`config.mk`:
```
export PLATFORM = sky130hd
export DESIGN_NAME = rocof_stage
export DESIGN_NICKNAME = d
export VERILOG_FILES = /design/src/rtl/rocof_pkg.sv /design/src/rtl/rocof_stage.sv /design/src/rtl/rocof_tick_gen.sv /design/src/rtl/rocof_divider.sv
export SDC_FILE = /design/constraint.sdc
export NUM_CORES = 2
export LEC_CHECK = 0
export BUFFER_PORTS_ARGS = -buffer_cell sky130_fd_sc_hd__clkbuf_2
export CORE_ASPECT_RATIO = 0.5
export CORE_MARGIN = 4
export CORE_UTILIZATION = 55
export CTS_CLUSTER_DIAMETER = 120
export DETAILED_ROUTE_END_ITERATION = 6
export GPL_TIMING_DRIVEN = 0
export PLACE_DENSITY = 0.72
export SKIP_LAST_GASP = 1
export SYNTH_ARGS = -nofsm -noshare
export SYNTH_HDL_FRONTEND = slang
export SYNTH_SLANG_ARGS = --single-unit
```
`constraint.sdc`:
```
create_clock -name clk -period 13.2 [get_ports clk]
set_input_delay 2.64 -clock clk [delete_from_list [all_inputs] [get_ports clk]]
set_output_delay 2.64 -clock clk [all_outputs]
set_load 0.005 [all_outputs]
```
`src/rtl/rocof_pkg.sv`:
```
/*
 * constants of the frequency slope protection stage: register map,
 * field positions, reset values and timing counts.
 * assumes a 100 MHz clock and slope values in 0.01 Hz/s steps.
 */
`default_nettype none

package rocof_pkg;

	// ----------------------------------------------------------------
	// widths
	// ----------------------------------------------------------------
	localparam int AW = 8;
	localparam int DW = 32;
	localparam int VW = 16;
	localparam int NGRP = 4;

	// ----------------------------------------------------------------
	// timing
	// ----------------------------------------------------------------
	localparam int CLK_PERIOD_NS = 10;
	localparam int MS_NS = 1000000;
	localparam int TICK_CYCLES = MS_NS / CLK_PERIOD_NS;
	localparam int QUAL_MS = 80;
	localparam int DELAY_MS = 60;
	localparam int STABLE_MS = 80;
	localparam int LOW_FLOOR_MS = 200;
	localparam logic [15:0] LOW_SLOPE_LIMIT = 16'h0046;
	localparam logic [15:0] FULL_PCT = 16'h0064;

	// ----------------------------------------------------------------
	// register offsets
	// ----------------------------------------------------------------
	localparam logic [7:0] OFS_CTRL = 8'h00;
	localparam logic [7:0] OFS_STATUS = 8'h04;
	localparam logic [7:0] OFS_INT_STAT = 8'h08;
	localparam logic [7:0] OFS_INT_MASK = 8'h0c;
	localparam logic [7:0] OFS_START_COUNT = 8'h10;
	localparam logic [7:0] OFS_TRIP_COUNT = 8'h14;
	localparam logic [7:0] OFS_FAULT_SLOPE = 8'h18;
	localparam logic [7:0] OFS_ELAPSED_PCT = 8'h1c;
	localparam logic [7:0] OFS_MEAS_FREQ = 8'h20;
	localparam logic [7:0] OFS_MEAS_SLOPE = 8'h24;
	localparam logic [1:0] GRP_SPACE = 2'h1;
	localparam logic [1:0] GF_PICKUP = 2'h0;
	localparam logic [1:0] GF_OP_DELAY = 2'h1;
	localparam logic [1:0] GF_MIN_DELAY = 2'h2;

	// ----------------------------------------------------------------
	// fields and reset values
	// ----------------------------------------------------------------
	localparam int CTRL_GRP_LSB = 0;
	localparam int CTRL_SRC_LSB = 2;
	localparam int CTRL_EVT_LSB = 4;
	localparam int EV_START_RISE = 0;
	localparam int EV_START_FALL = 1;
	localparam int EV_TRIP_RISE = 2;
	localparam int EV_TRIP_FALL = 3;
	localparam logic [3:0] EVT_EN_RST = 4'hf;
	localparam logic [15:0] PICKUP_RST = 16'h01f4;
	localparam logic [15:0] OP_DELAY_RST = 16'h01f4;
	localparam logic [15:0] MIN_DELAY_RST = 16'h01f4;

	typedef enum logic [1:0] {
		ROCOF_SRC_MANUAL,
		ROCOF_SRC_DIGITAL,
		ROCOF_SRC_VIRTUAL
	} rocof_src_t;

endpackage

`default_nettype wire

```
`src/rtl/rocof_stage.sv`:
```
/*
 * frequency slope protection stage: qualification, pick-up, definite
 * or inverse trip timing, release, setting groups, counters, fault
 * record, events and interrupt, with a plain register port.
 * assumes measurement inputs synchronous to clk, slope in 0.01 Hz/s.
 */
`timescale 1ns/1ps
`default_nettype none

// Operation
// frequency taken from first two voltage inputs, one must be live
// start qualifies after slope above pick-up continuously for 80 ms
// stage picks up and asserts start 60 ms after qualification
// trip at delay end only if average slope since pick-up exceeds setting
// while picked up, keep averaging; fluctuations do not release
// release and drop start after about 80 ms of stable frequency
// software sets minimum delay equal to delay for definite time
// minimum delay below delay gives inverse time pickup*delay/avg slope
// never trip sooner than the minimum delay
// pick-up below 0.7 Hz/s adds a floor on fastest trip time
// four setting groups chosen by digital, virtual or manual input
// cumulative start and trip counters readable
// record maximum slope and elapsed delay percent, trip is 100
// four events, each enableable, enabled after reset
// measured frequency and slope readable continuously
module rocof_stage #(
	parameter int TICK_CYCLES = rocof_pkg::TICK_CYCLES,
	parameter int NUM_W = 40
)(
	// clock and reset
	input  wire logic        clk,
	input  wire logic        nrst,
	// measurement front end
	input  wire logic [15:0] freqA,
	input  wire logic [15:0] freqB,
	input  wire logic        voltOkA,
	input  wire logic        voltOkB,
	input  wire logic [15:0] slopeIn,
	// setting group selection
	input  wire logic [1:0]  groupDi,
	input  wire logic [1:0]  groupVi,
	// register port
	input  wire logic [7:0]  addr,
	input  wire logic [31:0] wdata,
	input  wire logic        wr,
	input  wire logic        rd,
	output logic [31:0]      rdata,
	// stage outputs
	output logic             startOut,
	output logic             tripOut,
	output logic             startRiseEvt,
	output logic             startFallEvt,
	output logic             tripRiseEvt,
	output logic             tripFallEvt,
	output logic             irq
);

	typedef enum {ST_IDLE, ST_QUAL, ST_DELAY, ST_PICKED, ST_TRIPPED}
		rocof_state_t;

	function automatic logic [15:0] absVal(input logic [15:0] v);
		absVal = v[15] ? 16'(-v) : v;
	endfunction

	function automatic logic [31:0] mul16(input logic [15:0] a,
		input logic [15:0] b);
		mul16 = 32'(a) * 32'(b);
	endfunction

	// ----------------------------------------------------------------
	// millisecond tick and measurement
	// ----------------------------------------------------------------
	logic        tick;
	logic [15:0] freqVal;
	logic [15:0] slopeVal;
	logic [15:0] absSlope;
	logic        freqOk;

	rocof_tick_gen #(.CYCLES(TICK_CYCLES)) uTick (
		.clk  (clk),
		.nrst (nrst),
		.tick (tick)
	);

	always_ff @(posedge clk) begin
		if (!nrst) begin
			freqVal <= 16'h0000;
			slopeVal <= 16'h0000;
			absSlope <= 16'h0000;
			freqOk <= 1'b0;
		end else begin
			freqOk <= voltOkA | voltOkB;
			if (voltOkA)
				freqVal <= freqA;
			else if (voltOkB)
				freqVal <= freqB;
			slopeVal <= slopeIn;
			absSlope <= (voltOkA | voltOkB) ? absVal(slopeIn) : 16'h0000;
		end
	end

	// ----------------------------------------------------------------
	// control and setting groups
	// ----------------------------------------------------------------
	logic [15:0] pickup [rocof_pkg::NGRP];
	logic [15:0] opDelay [rocof_pkg::NGRP];
	logic [15:0] minimumDelay [rocof_pkg::NGRP];
	logic [1:0]  manualGrp;
	logic [1:0]  grpSrc;
	logic [3:0]  evtEn;
	logic [1:0]  activeGrp;
	logic        grpHit;
	logic        ctrlWr;

	assign grpHit = wr && addr[7:6] == rocof_pkg::GRP_SPACE;
	assign ctrlWr = wr && addr == rocof_pkg::OFS_CTRL;

	always_ff @(posedge clk) begin
		if (!nrst) begin
			for (int i = 0; i < rocof_pkg::NGRP; i++) begin
				pickup[i] <= rocof_pkg::PICKUP_RST;
				opDelay[i] <= rocof_pkg::OP_DELAY_RST;
				minimumDelay[i] <= rocof_pkg::MIN_DELAY_RST;
			end
		end else if (grpHit) begin
			case (addr[3:2])
				rocof_pkg::GF_PICKUP: pickup[addr[5:4]] <= wdata[15:0];
				rocof_pkg::GF_OP_DELAY: opDelay[addr[5:4]] <= wdata[15:0];
				rocof_pkg::GF_MIN_DELAY:
					minimumDelay[addr[5:4]] <= wdata[15:0];
				default: ;
			endcase
		end
	end

	always_ff @(posedge clk) begin
		if (!nrst) begin
			manualGrp <= 2'h0;
			grpSrc <= 2'h0;
			evtEn <= rocof_pkg::EVT_EN_RST;
		end else if (ctrlWr) begin
			manualGrp <= wdata[rocof_pkg::CTRL_GRP_LSB +: 2];
			grpSrc <= wdata[rocof_pkg::CTRL_SRC_LSB +: 2];
			evtEn <= wdata[rocof_pkg::CTRL_EVT_LSB +: 4];
		end
	end

	always_ff @(posedge clk) begin
		if (!nrst)
			activeGrp <= 2'h0;
		else
			case (grpSrc)
				rocof_pkg::ROCOF_SRC_DIGITAL: activeGrp <= groupDi;
				rocof_pkg::ROCOF_SRC_VIRTUAL: activeGrp <= groupVi;
				default: activeGrp <= manualGrp;
			endcase
	end

	// ----------------------------------------------------------------
	// trip timing
	// ----------------------------------------------------------------
	logic [15:0]  curPick;
	logic [15:0]  curDelay;
	logic [15:0]  floorMs;
	logic [31:0]  target;
	logic         above;
	rocof_state_t state;
	rocof_state_t next_state;
	logic [15:0]  phaseCnt;
	logic [15:0]  stableCnt;
	logic [15:0]  elapsed;
	logic [31:0]  sum;
	logic [15:0]  maxSlope;
	logic [15:0]  nextElapsed;
	logic [31:0]  nextSum;
	logic         tripNow;
	logic         releaseNow;

	assign curPick = pickup[activeGrp];
	assign curDelay = opDelay[activeGrp];
	assign target = mul16(curPick, curDelay);
	assign above = absSlope > curPick;
	assign nextElapsed = elapsed + 16'h0001;
	assign nextSum = sum + 32'(absSlope);

	always_comb begin
		floorMs = minimumDelay[activeGrp];
		if (curPick < rocof_pkg::LOW_SLOPE_LIMIT
			&& floorMs < 16'(rocof_pkg::LOW_FLOOR_MS))
			floorMs = 16'(rocof_pkg::LOW_FLOOR_MS);
	end

	assign tripNow = nextElapsed >= floorMs
		&& nextSum >= target
		&& nextSum > mul16(curPick, nextElapsed);
	assign releaseNow = !above
		&& stableCnt == 16'(rocof_pkg::STABLE_MS - 1);

	always_comb begin
		next_state = state;
		if (tick)
			case (state)
				ST_IDLE: if (above) next_state = ST_QUAL;
				ST_QUAL:
					if (!above)
						next_state = ST_IDLE;
					else if (phaseCnt == 16'(rocof_pkg::QUAL_MS - 1))
						next_state = ST_DELAY;
				ST_DELAY:
					if (phaseCnt == 16'(rocof_pkg::DELAY_MS - 1))
						next_state = ST_PICKED;
				ST_PICKED:
					if (tripNow)
						next_state = ST_TRIPPED;
					else if (releaseNow)
						next_state = ST_IDLE;
				ST_TRIPPED: if (releaseNow) next_state = ST_IDLE;
				default: next_state = ST_IDLE;
			endcase
	end

	always_ff @(posedge clk) begin
		if (!nrst) begin
			state <= ST_IDLE;
			phaseCnt <= 16'h0000;
		end else begin
			state <= next_state;
			if (tick)
				phaseCnt <= (next_state != state) ? 16'h0000
					: phaseCnt + 16'h0001;
			if (tick && state == ST_IDLE)
				phaseCnt <= 16'h0001;
		end
	end

	always_ff @(posedge clk) begin
		if (!nrst) begin
			elapsed <= 16'h0000;
			sum <= 32'h0000_0000;
			maxSlope <= 16'h0000;
			stableCnt <= 16'h0000;
		end else if (tick) begin
			if (state == ST_DELAY) begin
				elapsed <= 16'h0000;
				sum <= 32'h0000_0000;
				maxSlope <= 16'h0000;
				stableCnt <= 16'h0000;
			end else begin
				stableCnt <= above ? 16'h0000 : stableCnt + 16'h0001;
				if (state == ST_PICKED) begin
					elapsed <= nextElapsed;
					sum <= nextSum;
				end
				if (absSlope > maxSlope)
					maxSlope <= absSlope;
			end
		end
	end

	// ----------------------------------------------------------------
	// outputs, events and counters
	// ----------------------------------------------------------------
	logic next_start;
	logic next_trip;
	logic startClr;
	logic tripClr;
	logic [31:0] startCount;
	logic [31:0] tripCount;
	logic [3:0]  evtNow;

	assign next_start = next_state == ST_PICKED || next_state == ST_TRIPPED;
	assign next_trip = next_state == ST_TRIPPED;
	assign startClr = wr && addr == rocof_pkg::OFS_START_COUNT;
	assign tripClr = wr && addr == rocof_pkg::OFS_TRIP_COUNT;
	assign evtNow = evtEn & {!next_trip & tripOut, next_trip & !tripOut,
		!next_start & startOut, next_start & !startOut};

	always_ff @(posedge clk) begin
		if (!nrst) begin
			startOut <= 1'b0;
			tripOut <= 1'b0;
			startRiseEvt <= 1'b0;
			startFallEvt <= 1'b0;
			tripRiseEvt <= 1'b0;
			tripFallEvt <= 1'b0;
		end else begin
			startOut <= next_start;
			tripOut <= next_trip;
			startRiseEvt <= evtNow[rocof_pkg::EV_START_RISE];
			startFallEvt <= evtNow[rocof_pkg::EV_START_FALL];
			tripRiseEvt <= evtNow[rocof_pkg::EV_TRIP_RISE];
			tripFallEvt <= evtNow[rocof_pkg::EV_TRIP_FALL];
		end
	end

	always_ff @(posedge clk) begin
		if (!nrst) begin
			startCount <= 32'h0000_0000;
			tripCount <= 32'h0000_0000;
		end else begin
			if (next_start && !startOut)
				startCount <= startClr ? 32'h0000_0001
					: startCount + 32'h0000_0001;
			else if (startClr)
				startCount <= 32'h0000_0000;
			if (next_trip && !tripOut)
				tripCount <= tripClr ? 32'h0000_0001
					: tripCount + 32'h0000_0001;
			else if (tripClr)
				tripCount <= 32'h0000_0000;
		end
	end

	// ----------------------------------------------------------------
	// fault record
	// ----------------------------------------------------------------
	logic             divDone;
	logic [NUM_W-1:0] divQuo;
	logic [15:0]      faultSlope;
	logic [15:0]      elapsedPct;

	rocof_divider #(.NW(NUM_W), .DW(32)) uDiv (
		.clk  (clk),
		.nrst (nrst),
		.go   (tick && state == ST_PICKED),
		.num  (NUM_W'(sum) * NUM_W'(rocof_pkg::FULL_PCT)),
		.den  (target),
		.done (divDone),
		.quo  (divQuo)
	);

	always_ff @(posedge clk) begin
		if (!nrst) begin
			faultSlope <= 16'h0000;
			elapsedPct <= 16'h0000;
		end else if (next_trip && !tripOut) begin
			faultSlope <= (absSlope > maxSlope) ? absSlope : maxSlope;
			elapsedPct <= rocof_pkg::FULL_PCT;
		end else if (state == ST_PICKED && next_state == ST_IDLE) begin
			faultSlope <= maxSlope;
		end else if (divDone && state == ST_PICKED) begin
			elapsedPct <= (divQuo >= NUM_W'(rocof_pkg::FULL_PCT))
				? rocof_pkg::FULL_PCT - 16'h0001 : divQuo[15:0];
		end
	end

	// ----------------------------------------------------------------
	// interrupt and register read
	// ----------------------------------------------------------------
	logic [3:0] intStat;
	logic [3:0] intMask;

	always_ff @(posedge clk) begin
		if (!nrst) begin
			intStat <= 4'h0;
			intMask <= 4'h0;
			irq <= 1'b0;
		end else begin
			if (wr && addr == rocof_pkg::OFS_INT_STAT)
				intStat <= (intStat & ~wdata[3:0]) | evtNow;
			else
				intStat <= intStat | evtNow;
			if (wr && addr == rocof_pkg::OFS_INT_MASK)
				intMask <= wdata[3:0];
			irq <= |(intStat & intMask);
		end
	end

	always_ff @(posedge clk) begin
		if (!nrst)
			rdata <= 32'h0000_0000;
		else if (rd) begin
			rdata <= 32'h0000_0000;
			if (addr[7:6] == rocof_pkg::GRP_SPACE)
				case (addr[3:2])
					rocof_pkg::GF_PICKUP: rdata <= 32'(pickup[addr[5:4]]);
					rocof_pkg::GF_OP_DELAY: rdata <= 32'(opDelay[addr[5:4]]);
					rocof_pkg::GF_MIN_DELAY:
						rdata <= 32'(minimumDelay[addr[5:4]]);
					default: ;
				endcase
			else
				case (addr)
					rocof_pkg::OFS_CTRL:
						rdata <= 32'({evtEn, grpSrc, manualGrp});
					rocof_pkg::OFS_STATUS:
						rdata <= 32'({freqOk, activeGrp, tripOut, startOut});
					rocof_pkg::OFS_INT_STAT: rdata <= 32'(intStat);
					rocof_pkg::OFS_INT_MASK: rdata <= 32'(intMask);
					rocof_pkg::OFS_START_COUNT: rdata <= startCount;
					rocof_pkg::OFS_TRIP_COUNT: rdata <= tripCount;
					rocof_pkg::OFS_FAULT_SLOPE: rdata <= 32'(faultSlope);
					rocof_pkg::OFS_ELAPSED_PCT: rdata <= 32'(elapsedPct);
					rocof_pkg::OFS_MEAS_FREQ: rdata <= 32'(freqVal);
					rocof_pkg::OFS_MEAS_SLOPE: rdata <= 32'(slopeVal);
					default: ;
				endcase
		end else
			rdata <= 32'h0000_0000;
	end

	// consecutive ticks above pick-up, independent of the phase counter
	logic [7:0] aboveRun;

	always_ff @(posedge clk) begin
		if (!nrst)
			aboveRun <= 8'h00;
		else if (tick)
			aboveRun <= !above ? 8'h00
				: (aboveRun == 8'hff) ? aboveRun : aboveRun + 8'h01;
	end
endmodule

`default_nettype wire

```
`src/rtl/rocof_tick_gen.sv`:
```
/*
 * millisecond tick generator.
 * assumes a free running clock; tick is a one cycle pulse.
 */
`timescale 1ns/1ps
`default_nettype none

module rocof_tick_gen #(
	parameter int CYCLES = rocof_pkg::TICK_CYCLES
)(
	// clock and reset
	input  wire logic clk,
	input  wire logic nrst,
	// tick
	output logic      tick
);

	localparam int CW = $clog2(CYCLES);

	logic [CW-1:0] cnt;

	always_ff @(posedge clk) begin
		if (!nrst) begin
			cnt <= '0;
			tick <= 1'b0;
		end else begin
			tick <= (cnt == CW'(CYCLES - 1));
			if (cnt == CW'(CYCLES - 1))
				cnt <= '0;
			else
				cnt <= cnt + 1'b1;
		end
	end

endmodule

`default_nettype wire

```
`src/rtl/rocof_divider.sv`:
```
/*
 * restoring divider, one quotient bit per clock.
 * assumes go is ignored while busy; zero divisor gives all ones only when num fits in DW bits.
 */
`timescale 1ns/1ps
`default_nettype none

module rocof_divider #(
	parameter int NW = 40,
	parameter int DW = 32
)(
	// clock and reset
	input  wire logic          clk,
	input  wire logic          nrst,
	// request
	input  wire logic          go,
	input  wire logic [NW-1:0] num,
	input  wire logic [DW-1:0] den,
	// answer
	output logic               done,
	output logic [NW-1:0]      quo
);

	localparam int CW = $clog2(NW + 1);

	logic [DW:0]   rem;
	logic [CW-1:0] cnt;
	logic          busy;
	logic [DW:0]   shifted;
	logic [DW:0]   trial;

	assign shifted = {rem[DW-1:0], quo[NW-1]};
	assign trial = shifted - {1'b0, den};

	always_ff @(posedge clk) begin
		if (!nrst) begin
			rem <= '0;
			quo <= '0;
			cnt <= '0;
			busy <= 1'b0;
			done <= 1'b0;
		end else begin
			done <= 1'b0;
			if (!busy && go) begin
				quo <= num;
				rem <= '0;
				cnt <= CW'(NW);
				busy <= 1'b1;
			end else if (busy) begin
				if (!trial[DW]) begin
					rem <= trial;
					quo <= {quo[NW-2:0], 1'b1};
				end else begin
					rem <= shifted;
					quo <= {quo[NW-2:0], 1'b0};
				end
				cnt <= cnt - 1'b1;
				if (cnt == CW'(1)) begin
					busy <= 1'b0;
					done <= 1'b1;
				end
			end
		end
	end

endmodule

`default_nettype wire

```
* Word-level counts from Yosys, hierarchy flattened *
Memory sizes are Yosys's and may differ from the RTL's. A register that Yosys moved wholly into a read port is not among the register bits.
Cells that the tools add are included.

storage, ports and cells
  bits of input ports = 98
  register bits after elaboration = 428
  output and inout bits = 39
  logic and storage cells = 234
  memories kept = 3
  RAM bits = 192

memories
  memory        depth  bits a word  rd ports  clocked after Yosys merged registers in  wr ports  RTL line            RTL
  minimumDelay  4      16           2         1                                        4         rocof_stage.sv:107  logic [15:0] minimumDelay [rocof_pkg::NGRP];
  opDelay       4      16           2         1                                        4         rocof_stage.sv:106  logic [15:0] opDelay [rocof_pkg::NGRP];
  pickup        4      16           2         1                                        4         rocof_stage.sv:105  logic [15:0] pickup [rocof_pkg::NGRP];

operators by class
  multiplexer cells = 75
  bitwise gates (word level) = 14
  equal/unequal tests = 29
  multiply operators = 3
  reductions and logical operators = 52
  add/subtract/negate cells = 10
  $lt $le $gt $ge = 8

operators with widths
  operator                                              count
  two-way mux 32 bit                                    17
  one-hot mux 32 bit (10 select lines)                  1
  two-way mux 16 bit                                    16
  one-hot mux 32 bit (5 select lines)                   1
  equality test 32 x 3 -> 1 bit, second input constant  4
  zero test 32 bit                                      3
  two-way mux 39 bit                                    2
  adder 32 x 1 -> 32 bit, second input constant         2
  equality test 32 x 2 -> 1 bit, second input constant  2
  multiplier 16 x 16 -> 32 bit                          2
  adder 16 x 1 -> 16 bit, second input constant         3
  one-hot mux 16 bit (3 select lines)                   1
  OR reduction 16 bit                                   3
  >= comparator 40 x 7 -> 1 bit, second input constant  1
  multiplier 32 x 5 -> 37 bit, second input constant    1
  subtractor 33 x 32 -> 33 bit                          1
  adder 32 x 16 -> 32 bit                               1
  equality test 16 x 7 -> 1 bit, second input constant  2
  equality test 32 x 1 -> 1 bit, second input constant  1
  equality test 32 x 4 -> 1 bit, second input constant  1
  equality test 8 x 5 -> 1 bit, second input constant   4
  >= comparator 32 bit                                  1
  greater-than comparator 16 bit                        2
  greater-than comparator 32 bit                        1
  40 further kinds                                      118

* Longest topological paths before layout *
  depth in word-level cells = 16
  mapped depth = 49
  mapped depth without buffers = 44

* Modules after synthesis *
A second synthesis with hierarchy kept.

second synthesis, totals
  cell total of the unflattened synthesis = 5930
  area, all modules = 53585.1 um^2

modules (own cells, without submodules)
  module          sequential area each (um^2)  area an instance (um^2)  instances  cells each
  rocof_stage     12371.9                      47365.4                  1          5198
  rocof_divider   1601.5                       5427.7                   1          643
  rocof_tick_gen  360.3                        792.0                    1          89

* Worst setup path after synthesis *
No wires, ideal clock.

  path kind = register to register
  start = register, netlist name activeGrp[0]
  end = register tripCount[27]
  data arrival time = 11.230 ns
  library setup time = 0.071 ns
  setup slack = 1.900 ns
  cell stages (with the launch flop) = 45
  buffers on the path = 7
  clock period less this slack = 11.300 ns
  required time = 13.129 ns
  cell sequence = dfxtp_1 > clkbuf_1 > clkbuf_1 > clkbuf_1 > buf_1 > clkbuf_1 > clkbuf_1 > nand2_1 > o21ai_1 > nor2_1 > fa_1 > inv_1 > fa_1 > inv_1 > fa_1 > inv_1 > fa_1 > fa_1 > (+9 left out) > a21oi_1 > and4_1 > a2111oi_0 > xor2_1 > ha_1 > a21o_1 > a21oi_1 > nand2_1 > nor2_1 > o211ai_1 > a31oi_1 > o311ai_4 > o211ai_4 > or3_4 > or4_1 > buf_2 > or3_1 > a21oi_1

RTL lines
  element               RTL line            RTL
  end signal, assigned  rocof_stage.sv:307  tripCount <= tripClr ? 32'h0000_0001
  end, declared         rocof_stage.sv:268  logic [31:0] tripCount;

* Final worst setup path *
  start = register elapsed[2]
  end = register faultSlope[9]

on the way
  word-level cells in the longest chain between the ends = 10
  elaborated cells between the ends (all ways) = 15
  classes of those cells = 1 x add/sub; 1 x mul; 2 x order compare; 1 x eq/ne; 4 x mux; 6 x reduce/logical

ends and longest elaborated chain
  element                                                               RTL line                                RTL
  start, declared                                                       rocof_stage.sv:171                      logic [15:0] elapsed;
  start signal, assigned                                                rocof_stage.sv:251                      elapsed <= nextElapsed;
  adder 16 x 1 -> 16 bit (*)                                            rocof_stage.sv:183                      assign nextElapsed = elapsed + 16'h0001;
  multiplier 16 x 16 -> 32 bit or >= comparator 16 bit (tied branches)  rocof_stage.sv:67, rocof_stage.sv:193
  greater-than comparator 32 bit or logical AND 1 bit (tied branches)   rocof_stage.sv:195, rocof_stage.sv:194
  logical AND 1 bit (*)                                                 rocof_stage.sv:195                      && nextSum > mul16(curPick, nextElapsed);
  two-way mux 32 bit (*)                                                rocof_stage.sv:213                      if (tripNow)
  one-hot mux 32 bit (5 select lines) (*)                               rocof_stage.sv:202                      case (state)
  two-way mux 32 bit (*)                                                rocof_stage.sv:201                      if (tick)
  equality test 32 x 4 -> 1 bit or zero test 32 bit (tied branches)     rocof_stage.sv:272, rocof_stage.sv:339
  logical AND 1 bit, on equally long branches                           rocof_stage.sv:336, rocof_stage.sv:339
  two-way mux 16 bit or nonzero test 2 bit (tied branches)              n/a
  end signal, assigned                                                  rocof_stage.sv:337                      faultSlope <= (absSlope > maxSlope) ? absSlope : maxSlope;
  end signal, assigned                                                  rocof_stage.sv:340                      faultSlope <= maxSlope;
  end, declared                                                         rocof_stage.sv:319                      logic [15:0] faultSlope;

Mark *: on every way between the ends. The rest lies on a longest branch, timed or not.
A chain may end at the register's enable or synchronous reset.

==> impl_metrics.env <==
export IMPL_synth_warnings=0
export IMPL_ys_async_sr_fraction_pct=0
export IMPL_ant_nets=0
export IMPL_crit_top_cell="fa_1"
export IMPL_synth_nets=6859
export IMPL_clkTransAtPathRegs_ns=0.07
export IMPL_synth_simple_area_share_pct=17.0
export IMPL_place_hpwl_um=138000
export IMPL_initial_core_util_pct=56.0
export IMPL_core_um2=93800
export IMPL_setup_ws_ns=0.340
export IMPL_cp_end_kind="flop"
export IMPL_die_w_um=445
export IMPL_place_ws_ns=-2.59
export IMPL_final_core_util_pct=61.2
export IMPL_slew_violations=0
export IMPL_clk_latency_ns=0.66
export IMPL_drt_iter0_drc=5419
export IMPL_critPathMaxFanout=10
export IMPL_synthAdderAreaFrac_pct=27.3
export IMPL_fin_skew_ns=0.0438
export IMPL_io_pins=137
export IMPL_hold_path_class="reg -> reg"
export IMPL_postSynthAreaPerCell_um2=8.95
export IMPL_ir_drop_uv=454
export IMPL_seq_area_frac_synth_pct=27.3
export IMPL_fp_dieH_um=226
export IMPL_num_vias=45500
export IMPL_cts_max_level=2
export IMPL_crit_type="reg -> reg"
export IMPL_fillCellCount=7968
export IMPL_routedWlPerCell_um=23.8
export IMPL_place_congestion=1.02
export IMPL_synth_edf_count=192
export IMPL_power_density_nw_per_um2=170
export IMPL_muxShareOfSynthArea_pct=5.44
export IMPL_synth_seq_cells=620
export IMPL_synth_xor_area_share_pct=3.82
export IMPL_max_cap_violations=0
export IMPL_routed_wl_um=176000
export IMPL_hold_viol=0
export IMPL_grt_pass1_vias=44800
export IMPL_slew_headroom_pct=13.6
export IMPL_synth_distinct_cells=81
export IMPL_netlist_instances=5865
export IMPL_yosysTopAreaCellShare_pct=16.3
export IMPL_synth_common_cells="inv_1, nor2_1, nand2_1"
export IMPL_final_net_count=7051
export IMPL_max_freq_mhz=77.8
export IMPL_detail_route_drc_violations=0
export IMPL_fin_crit_ns=12.86
export IMPL_layout_drive_gt1_share_pct=7.65
export IMPL_area_growth_synth_to_final_pct=9.32
export IMPL_port_buffer_count=117
export IMPL_synth_area_top_cells="dfxtp_1, fa_1, ha_1"
export IMPL_antenna_found_initial=11
export IMPL_power_leakage_nw=25.7
export IMPL_cts_max_path_buffers=3
export IMPL_cts_tree="yes"
export IMPL_root_buffer="clkbuf_16"
export IMPL_grt_ovfl_total=0
export IMPL_viasPerCell=6.18
export IMPL_ys_flop_type="dfxtp_1"
export IMPL_cts_buffers=59
export IMPL_first_pass_iters=6
export IMPL_worstMarginPinSlew_ns=1.29
export IMPL_grt_pass1_wl_um=265000
export IMPL_yosysTopAreaCell="dfxtp_1"
export IMPL_cp_slowest_cell="xor2_1"
export IMPL_start_kind="flop"
export IMPL_synth_compound_area_share_pct=11.6
export IMPL_critical_path_max_stage_delay_ns=0.99
export IMPL_rows=79
export IMPL_synth_top_family_by_area="adder cells"
export IMPL_grt_total_usage_pct=34.5
export IMPL_crit_arrival_ns=13.43
export IMPL_syn_cell_area_um2=52500
export IMPL_post_synth_top_count_cell="inv_1"
export IMPL_cts_sinks=620
export IMPL_setup_viol=0
export IMPL_status="finished clean"
export IMPL_required_ns=13.77
export IMPL_timing_final_crit_share_pct=97.4
export IMPL_grt_max_degree=18
export IMPL_die_area_um2=101000
[critical path, delay by kind of cell, from the launching register on]
| kind | cells | cell delay [ns] |
|---|---|---|
| and+or+nand+nor | 13 | 2.88 |
| buffers and inverters | 8 | 1.47 |
| adders and majority gates | 8 | 3.64 |
| xor gates and xnor gates | 2 | 1.16 |
| DFF | 1 | 0.45 |
| AOI/OAI and AO/OA | 11 | 3.11 |
[layout by cell type (no fill, tap or decap), types with 119 or more instances in the layout]
cell type / Yosys / routed
inv_1: 773 / 769
nor2_1: 611 / 611
nand2_1: 591 / 591
ha_1: 479 / 479
dfxtp_1: 428 / 426
fa_1: 417 / 417
a21oi_1: 267 / 266
clkbuf_1: 242 / 213
edfxtp_1: 192 / 192
o21ai_0: 201 / 190
clkbuf_2: 0 / 140
xnor2_1: 125 / 119
[final cells by class]
type                            instances  area, µm²  area share [%]
Tap cell                             1255       1570            2.74
Sequential cell                       620      14300            25.0
Antenna cell                            4       10.0          0.0174
Clock inverter                         33        523           0.911
Clock buffer                           75       1630            2.84
Inverter                              784       2960            5.16
Multi-Input combinational cell       4188      34400            60.0
Buffer                                264       1090            1.89
Timing Repair Buffer                  140        852            1.48
[logic make-up after synthesis]
| family | count (synthesis) |
|---|---|
| compound gates | 944 |
| simple gates | 1928 |
| fa+ha+maj | 896 |
| xor+xnor | 229 |
| flops | 620 |
| mux | 191 |
| buf+inv | 1057 |
[power by group]
| group | switching [mW] | total (mW) | internal (mW) |
|---|---|---|---|
| clock | 0.798 | 1.91 | 1.11 |
| combinational | 3.66 | 5.83 | 2.17 |
| sequential | 0.0367 | 2.04 | 2.00 |
| total | 4.49 | 9.78 | 5.29 |
[sequential cells by signal, indices dropped and copies added (netlist names), 17 cells and up]
register      cells
sum              32
uDiv.rem         32
tripCount        32
state            32
minimumDelay     64
uDiv.quo         40
uTick.cnt        17
rdata            32
pickup           64
startCount       32
opDelay          64
[through the flow]
step           power (mW)  hold WS (ns)  std cells  TNS (ns)  instance area (µm²)
3_3_place_gp         7.48         0.442       7237   -326.96                54700
4_1_cts              9.59         0.463       7354         0                57200
2_1_floorplan        6.00         0.430       5865         0                52500
3_5_place_dp         7.64         0.444       7251   -327.52                54900
6_report             9.78         0.463       7363         0                57400
5_1_grt              10.3         0.483       7360    -0.337                57400
[metal layers]
metal  track usage, %  wire length [µm]
met5                0                34
met4             13.2              7900
met3             10.9             23500
met2             51.8             73700
met1             46.8             70400
[final timing paths]
| check | depth (start not counted) | to | start | slack (ns) |
|---|---|---|---|---|
| hold / removal | 1 | uTick.cnt[0] | uTick.cnt[0] | 0.46 |
| setup reg to reg | 42 | faultSlope[9] | elapsed[2] | 0.34 |
| setup / recovery | 42 | faultSlope[9] | elapsed[2] | 0.34 |
| hold reg to reg | 1 | uTick.cnt[0] | uTick.cnt[0] | 0.46 |
[timing repair]
item | in CTS | in global routing
gates resized for setup | 57 | 59
setup endpoints to repair | 187 | 144
gates cloned | 0 | 0
pin swaps | 0 | 3
hold endpoints to repair | 0 | 0
setup buffers | 1 | 8
hold buffers | 0 | 0
Power figures use the tool's default switching activity.
